<file path="src/rtl/rtf_pkg.sv">
// package: register map, field layout and timing of the time-of-day block
//------------------------------------------------------------
//------------------------------------------------------------
package rtf_pkg;
  localparam int ADDR_W = 4;
  localparam logic [3:0] OFS_SECONDS = 4'h0;
  localparam logic [3:0] OFS_MINUTES = 4'h4;
  localparam logic [3:0] OFS_HOURS = 4'h8;
  localparam logic [3:0] OFS_CONTROL = 4'hC;
  localparam logic [ADDR_W+1:0] OFS_STATUS = 6'h10;
  localparam logic [ADDR_W+1:0] OFS_INT_CLR = 6'h14;
  localparam logic [ADDR_W+1:0] OFS_INT_EN = 6'h18;
  localparam int CTL_PAGE_BIT = 0;
  localparam int CTL_FMT_BIT = 1;
  localparam int CTL_RUN_BIT = 2;
  localparam logic [6:0] SEC_MAX = 7'h59;
  localparam logic [6:0] MIN_MAX = 7'h59;
  localparam logic [5:0] HOUR_MAX = 6'h23;
  localparam logic [6:0] MIN_NOCMP = 7'h7F;
  localparam logic [5:0] HOUR_NOCMP = 6'h3F;
  localparam int IRQ_BITS = 2;
  localparam int IRQ_SEC = 0;
  localparam int IRQ_ALARM = 1;
  localparam int CLK_HZ = 125000000;
  localparam int TICK_PERIOD_S = 1;
  localparam int TICK_CYCLES = CLK_HZ * TICK_PERIOD_S;
  typedef struct packed {
    logic [6:0] sec;
    logic [6:0] min;
    logic [5:0] hour;
  } rtf_time_t;
  typedef struct packed {
    logic [6:0] min;
    logic [5:0] hour;
  } rtf_alarm_t;
endpackage

</file>
<file path="src/rtl/rtf_time_of_day.sv">
// time-of-day counters, alarm compare page and Avalon-MM register slave
//
// Register access over Avalon-MM and the register addresses were chosen for this implementation.
module rtf_time_of_day import rtf_pkg::*; #(
  parameter int TICK_COUNT = TICK_CYCLES
) (
  input wire logic CLOCK,
  input wire logic RST,
  input wire logic [ADDR_W+1:0] AVS_ADDRESS,
  input wire logic AVS_READ,
  input wire logic AVS_WRITE,
  input wire logic [31:0] AVS_WRITEDATA,
  input wire logic [3:0] AVS_BYTEENABLE,
  output logic [31:0] AVS_READDATA,
  output logic AVS_WAITREQUEST,
  output logic AVS_RESPONSE_ERR,
  output logic ALARM_MATCH,
  output logic IRQ
);
  // ------------------------------------------------------------
  // state
  // ------------------------------------------------------------
  typedef enum logic [0:0] {
    RTF_IDLE = 1'b0,
    RTF_DONE = 1'b1
  } rtf_bus_st_t;

  rtf_time_t time_r, time_nxt;
  rtf_alarm_t alarm_r, alarm_nxt;
  logic page_r, page_nxt;
  logic fmt_r, fmt_nxt;
  logic run_r, run_nxt;
  logic [31:0] tick_cnt_r, tick_cnt_nxt;
  logic [IRQ_BITS-1:0] ist_r, ist_nxt;
  logic [IRQ_BITS-1:0] ien_r, ien_nxt;
  logic [31:0] rdata_r, rdata_nxt;
  logic err_r, err_nxt;
  logic match_r, match_nxt;
  rtf_bus_st_t st_r, st_nxt;

  logic tick;
  logic [6:0] sec_inc, min_inc;
  logic [5:0] hour_inc;
  logic sec_cy, min_cy;
  logic [IRQ_BITS-1:0] ev;
  logic req, wr_acc, rd_acc, lane0;
  logic min_hit, hour_hit, match_now;

  // ------------------------------------------------------------
  // counting chain
  // ------------------------------------------------------------
  assign tick = run_r && (tick_cnt_r == 32'(TICK_COUNT - 1));

  rtf_bcd_digit #(.W(7), .MAX(SEC_MAX)) u_sec (
    .val(time_r.sec),
    .inc(tick),
    .nxt(sec_inc),
    .carry(sec_cy)
  );
  rtf_bcd_digit #(.W(7), .MAX(MIN_MAX)) u_min (
    .val(time_r.min),
    .inc(sec_cy),
    .nxt(min_inc),
    .carry(min_cy)
  );
  rtf_bcd_digit #(.W(6), .MAX(HOUR_MAX)) u_hour (
    .val(time_r.hour),
    .inc(min_cy),
    .nxt(hour_inc),
    .carry()
  );

  // ------------------------------------------------------------
  // alarm compare
  // ------------------------------------------------------------
  // no alarm seconds compare: the alarm page holds no seconds field; the time seconds only gate the match at 00
  assign min_hit = (alarm_r.min == MIN_NOCMP) || (alarm_r.min == time_r.min);
  assign hour_hit = (alarm_r.hour == HOUR_NOCMP) || (alarm_r.hour == time_r.hour);
  // fires once per minute boundary so a matching minute raises one event
  assign match_now = min_hit && hour_hit && (time_r.sec == 7'h00);

  assign ev[IRQ_SEC] = tick;
  // only a running clock reaches an alarm time; the zeroed fields after reset would otherwise match at once
  assign ev[IRQ_ALARM] = match_now && !match_r && run_r;

  // ------------------------------------------------------------
  // bus decode
  // ------------------------------------------------------------
  assign req = (AVS_READ || AVS_WRITE) && (st_r == RTF_IDLE);
  assign wr_acc = req && AVS_WRITE;
  assign rd_acc = req && AVS_READ;
  assign lane0 = AVS_BYTEENABLE[0];

  always_comb begin
    time_nxt = time_r;
    alarm_nxt = alarm_r;
    page_nxt = page_r;
    fmt_nxt = fmt_r;
    run_nxt = run_r;
    tick_cnt_nxt = tick ? 32'h0 : (run_r ? tick_cnt_r + 32'h1 : tick_cnt_r);
    ien_nxt = ien_r;
    ist_nxt = ist_r;
    rdata_nxt = rdata_r;
    err_nxt = 1'b0;
    match_nxt = match_now;
    st_nxt = req ? RTF_DONE : RTF_IDLE;
    time_nxt.sec = sec_inc;
    time_nxt.min = min_inc;
    time_nxt.hour = hour_inc;
    if (wr_acc && lane0) begin
      case (AVS_ADDRESS)
        OFS_SECONDS: begin
          // writes to the alarm page seconds are dropped
          if (!page_r) time_nxt.sec = AVS_WRITEDATA[6:0];
          if (!page_r) tick_cnt_nxt = 32'h0;
        end
        OFS_MINUTES: begin
          if (page_r) alarm_nxt.min = AVS_WRITEDATA[6:0];
          else time_nxt.min = AVS_WRITEDATA[6:0];
        end
        OFS_HOURS: begin
          if (page_r) alarm_nxt.hour = AVS_WRITEDATA[5:0];
          else time_nxt.hour = AVS_WRITEDATA[5:0];
        end
        OFS_CONTROL: begin
          page_nxt = AVS_WRITEDATA[CTL_PAGE_BIT];
          fmt_nxt = AVS_WRITEDATA[CTL_FMT_BIT];
          run_nxt = AVS_WRITEDATA[CTL_RUN_BIT];
        end
        OFS_INT_EN: ien_nxt = AVS_WRITEDATA[IRQ_BITS-1:0];
        OFS_INT_CLR: ist_nxt = ist_r & ~AVS_WRITEDATA[IRQ_BITS-1:0];
        OFS_STATUS: ;
        default: err_nxt = 1'b1;
      endcase
    end else if (wr_acc && !(AVS_ADDRESS inside {OFS_SECONDS, OFS_MINUTES, OFS_HOURS, OFS_CONTROL,
                                                  OFS_INT_EN, OFS_INT_CLR, OFS_STATUS})) begin
      err_nxt = 1'b1;
    end
    // an event in the clear cycle survives the clear
    ist_nxt = ist_nxt | ev;
    if (rd_acc) begin
      case (AVS_ADDRESS)
        OFS_SECONDS: rdata_nxt = page_r ? 32'h0 : {25'h0, time_r.sec};
        OFS_MINUTES: rdata_nxt = {25'h0, page_r ? alarm_r.min : time_r.min};
        OFS_HOURS: rdata_nxt = {26'h0, page_r ? alarm_r.hour : time_r.hour};
        OFS_CONTROL: rdata_nxt = {29'h0, run_r, fmt_r, page_r};
        OFS_STATUS: rdata_nxt = {30'h0, ist_r};
        OFS_INT_EN: rdata_nxt = {30'h0, ien_r};
        OFS_INT_CLR: rdata_nxt = 32'h0;
        default: begin
          rdata_nxt = 32'h0;
          err_nxt = 1'b1;
        end
      endcase
    end
  end

  // ------------------------------------------------------------
  // registers
  // ------------------------------------------------------------
  always_ff @(posedge CLOCK) begin
    if (RST) begin
      // time fields have no defined reset value; zero keeps simulation clean
      time_r <= '0;
      alarm_r <= '0;
      page_r <= 1'b0;
      fmt_r <= 1'b1;
      run_r <= 1'b0;
      tick_cnt_r <= 32'h0;
      ist_r <= '0;
      ien_r <= '0;
      rdata_r <= 32'h0;
      err_r <= 1'b0;
      match_r <= 1'b0;
      st_r <= RTF_IDLE;
    end else begin
      time_r <= time_nxt;
      alarm_r <= alarm_nxt;
      page_r <= page_nxt;
      fmt_r <= fmt_nxt;
      run_r <= run_nxt;
      tick_cnt_r <= tick_cnt_nxt;
      ist_r <= ist_nxt;
      ien_r <= ien_nxt;
      rdata_r <= rdata_nxt;
      err_r <= err_nxt;
      match_r <= match_nxt;
      st_r <= st_nxt;
    end
  end

  // one wait cycle per access: the answer is registered
  assign AVS_WAITREQUEST = (AVS_READ || AVS_WRITE) && (st_r == RTF_IDLE);
  assign AVS_READDATA = rdata_r;
  assign AVS_RESPONSE_ERR = err_r;
  assign ALARM_MATCH = match_r;
  assign IRQ = |(ist_r & ien_r);
endmodule

</file>
<file path="src/rtl/rtf_bcd_digit.sv">
// one BCD counter field with increment, wrap and carry
module rtf_bcd_digit #(
  parameter int W = 7,
  parameter logic [W-1:0] MAX = '0
) (
  input wire logic [W-1:0] val,
  input wire logic inc,
  output logic [W-1:0] nxt,
  output logic carry
);
  always_comb begin
    nxt = val;
    carry = 1'b0;
    if (inc) begin
      if (val == MAX) begin
        nxt = '0;
        carry = 1'b1;
      end else if (val[3:0] == 4'h9) begin
        nxt = {val[W-1:4] + 1'b1, 4'h0};
      end else begin
        nxt = {val[W-1:4], val[3:0] + 4'h1};
      end
    end
  end
endmodule

</file>
<file path="config.mk">
export PLATFORM = sky130hd
export DESIGN_NAME = rtf_time_of_day
export DESIGN_NICKNAME = d
export VERILOG_FILES = /design/src/rtl/rtf_pkg.sv /design/src/rtl/rtf_time_of_day.sv /design/src/rtl/rtf_bcd_digit.sv
export SDC_FILE = /design/constraint.sdc
export NUM_CORES = 1
export LEC_CHECK = 0
export BUFFER_PORTS_ARGS = -buffer_cell sky130_fd_sc_hd__buf_4
export CAP_MARGIN = 40
export CORE_MARGIN = 2
export CORE_UTILIZATION = 55
export CTS_BUF_LIST = sky130_fd_sc_hd__clkbuf_8
export CTS_CLUSTER_SIZE = 12
export DETAILED_ROUTE_END_ITERATION = 16
export PLACE_DENSITY = 0.78
export SETUP_SLACK_MARGIN = 0.3
export SYNTH_ARGS = -nofsm -noshare
export SYNTH_HDL_FRONTEND = slang
export SYNTH_SLANG_ARGS = --single-unit
</file>
<file path="constraint.sdc">
create_clock -name CLOCK -period 3.6 [get_ports CLOCK]
set_input_delay 0.36 -clock CLOCK [delete_from_list [all_inputs] [get_ports CLOCK]]
set_output_delay 0.36 -clock CLOCK [all_outputs]
set_load 0.02 [all_outputs]
</file>
==> impl_metrics.json <==
{
  "period_needed_ps": 2820,
  "worstHoldPathType": "primary input to register",
  "fin_skew_ps": 13.5,
  "leakage_uw": 0.00184,
  "synthMuxAreaShare_pct": 6.91,
  "clockBufferDepth": 2,
  "cts.sinks": 82,
  "ant_nets": 0,
  "cp_top_family": "simple AND/OR/NAND/NOR gates",
  "synth_top_area_share_pct": 34.2,
  "finalSetupViolCount": 0,
  "cts_hold_buf": 0,
  "mostFrequentLayoutCell": "nor2_1",
  "critPathRequiredTime_ps": 3870,
  "status": "finished, final reports clean",
  "die_y_um": 97.4,
  "synth_xor_xnor_area_share_pct": 8.04,
  "period_share_pct": 78.2,
  "worstMarginPinSlew_ps": 888,
  "clockPowerShare_pct": 40.3,
  "arrival_ps": 3090,
  "coreArea_sq_mm": 0.00859,
  "synth_edf_count": 0,
  "grt_pass1_vias": 3897,
  "power_frac_seq_pct": 53.0,
  "gp_congestion": 0.870,
  "p_comb_share_pct": 6.7,
  "portBuffers": 28,
  "ys_ff_latch": 82,
  "ios": 82,
  "cts_buffers": 9,
  "cts_resized": 0,
  "n_antenna_cell": 0,
  "drive_above_1_share_pct": 10.3,
  "fin_setup_tns_ps": 0,
  "crit_path_cell_trace": "ha_1 -> nand3b_1 -> nor4_1 -> nand4b_1 -> or3_1 -> a311oi_1",
  "cts_setup_buffers": 0,
  "synth_compound_area_share_pct": 12.4,
  "cts.htree.levels": 3,
  "power_uw": 1730,
  "drc": 0,
  "swShare_pct": 25.5,
  "grt_pass1_wl_um": 19000,
  "vias_per_cell": 5.99,
  "synth.avg_cell_area_sq_um": 8.43,
  "critPathMaxFanout": 7,
  "synth_cell_types": 60,
  "clk_pin_slew_ps": 80,
  "rsz0062_at_grt": "false",
  "wl_per_cell_um": 16.1,
  "syn_area_sq_mm": 0.00480,
  "die_width_um": 97.4,
  "root_buffer": "clkbuf_8",
  "first_iter_violations": 250,
  "synth_area_leaders": "dfxtp_1, nor2_1, mux2i_1",
  "syn_inst": 569,
  "power_density_mw_per_mm2": 333,
  "vdd.ir_drop.worst_uv": 198,
  "grt_max_degree": 52,
  "p_int_uw": 1290,
  "start_util_pct": 55.8,
  "drtPass1Iterations": 5,
  "fp-row-count": 34,
  "switchingPower_uw": 441,
  "grt_use_total_pct": 24.2,
  "hold_violations": 0,
  "relSlewSlack_pct": 40.2,
  "yosys_warnings": 0,
  "clock_latency_ps": 360,
  "slew_violations": 0,
  "cts_tree": "yes",
  "antenna_found_initial": 0,
  "cp-end-kind": "register",
  "synth-simple-area-share_pct": 27.4,
  "ys_async_sr_fraction_pct": 0,
  "area_growth_pct": 8.19,
  "critical_path_class": "register to register",
  "cap_violations": 0,
  "synth_flop_cell": "dfxtp_1",
  "start_kind": "register",
  "dr_total_vias": 4196,
  "critPathMaxStageDelay_ps": 710,
  "final_nets": 648,
  "slowest_stage": "nor4_1",
  "timing.fmax_ghz": 0.355,
  "dp_hpwl_um": 8040,
  "grt_overflow": 0,
  "final_cell_mix": "nor2_1, dfxtp_1, buf_4",
  "synth_top_family_by_area": "simple AND/OR/NAND/NOR gates",
  "path_buf_inv": 0,
  "finalWirelength_um": 11300,
  "synth_adder_area_share_pct": 3.65,
  "yosysSeqAreaShare_pct": 34.2,
  "synth_top_cell_by_area": "dfxtp_1",
  "die_area_sq_mm": 0.00948
}
## final timing paths
check	startpoint	to	depth (start not counted)	slack [ps]
setup reg to reg	time_r[13]$_SDFF_PP0_	time_r[0]$_SDFF_PP0_	6	780
hold / removal	AVS_WRITEDATA[5]	time_r[5]$_SDFF_PP0_	3	310
setup / recovery	time_r[13]$_SDFF_PP0_	time_r[0]$_SDFF_PP0_	6	780
hold reg to reg	AVS_READDATA[0]$_SDFFE_PP0P_	AVS_READDATA[0]$_SDFFE_PP0P_	2	470
## power by group through the flow
stage               sequential (uW)  combinational [uW]  clock [uW]
floorplan                       939                93.8           0
global placement                936                 112           0
CTS                             915                 115         705
finish                          915                 116         696
detailed placement              936                 114           0
global route                    916                 124         739
## final cells by class
cell class                 instances  area, sq um
sequential                        82         1640
tap                              108          135
fill                             740         3400
clock inverter                     6         65.1
multi-input combinational        446         2890
timing repair buffer              34          259
inverter                          15         56.3
clock buffer                      10          138
## layer usage
metal / vias to the layer above / wire [um] / part of all wire (%) / GRT usage, %
met5: - / 0 / 0 / 0
met3: 28 / 645 / 5.7 / 4.89
met4: 0 / 318 / 2.8 / 9.72
met2: 145 / 5150 / 46 / 37.9
li1: 2037 / - / - / -
met1: 1986 / 5130 / 46 / 32.8
## cells by family (layout without fill, tap and decap cells)
| family | count (synthesis) | in the layout |
|---|---|---|
| AND/OR/NAND/NOR | 245 | 245 |
| AO/OA/AOI/OAI | 85 | 85 |
| flip-flops | 82 | 82 |
| buffers and inverters | 65 | 65 |
| XOR/XNOR | 44 | 44 |
| multiplexers | 33 | 33 |
| adder cells (fa/ha/maj) | 14 | 14 |
| other | 1 | 25 |
## flip-flops by register name, summed over array words and instances, names as in the netlist
signal / flops
AVS_RESPONSE_ERR: 1
alarm_r: 13
fmt_r: 1
ist_r: 2
ALARM_MATCH: 1
time_r: 20
run_r: 1
AVS_READDATA: 7
tick_cnt_r: 32
page_r: 1
ien_r: 2
st_r: 1
## worst reg2reg max path, stage by stage, from the launching register on
cell	delay, ps
dfxtp_1	480
ha_1	220
nand3b_1	230
nor4_1	710
nand4b_1	390
or3_1	450
a311oi_1	250
## per-stage QoR
step / instances / util, % / hold slack [ps] / instance area [sq um] / worst slack [ps]
5_1_grt: 701 / 60.4 / 305 / 5190 / 606
3_3_place_gp: 684 / 57.9 / 449 / 4970 / 1000
6_report: 701 / 60.4 / 313 / 5190 / 785
4_1_cts: 701 / 60.4 / 300 / 5190 / 892
2_1_floorplan: 593 / - / 439 / 4890 / 1530
3_5_place_dp: 685 / 58.0 / 468 / 4990 / 917
## cells in the mapped netlist, drive strengths merged (14+ instances only)
cell	count
nor2	88
clkbuf	17
xor2	32
dfxtp	82
nor4	15
nand3	31
buf	33
inv	15
nand4	21
nand2	29
mux2i	32
ha	14
o21ai	21
Note: power is estimated with default switching activity, not from simulation.
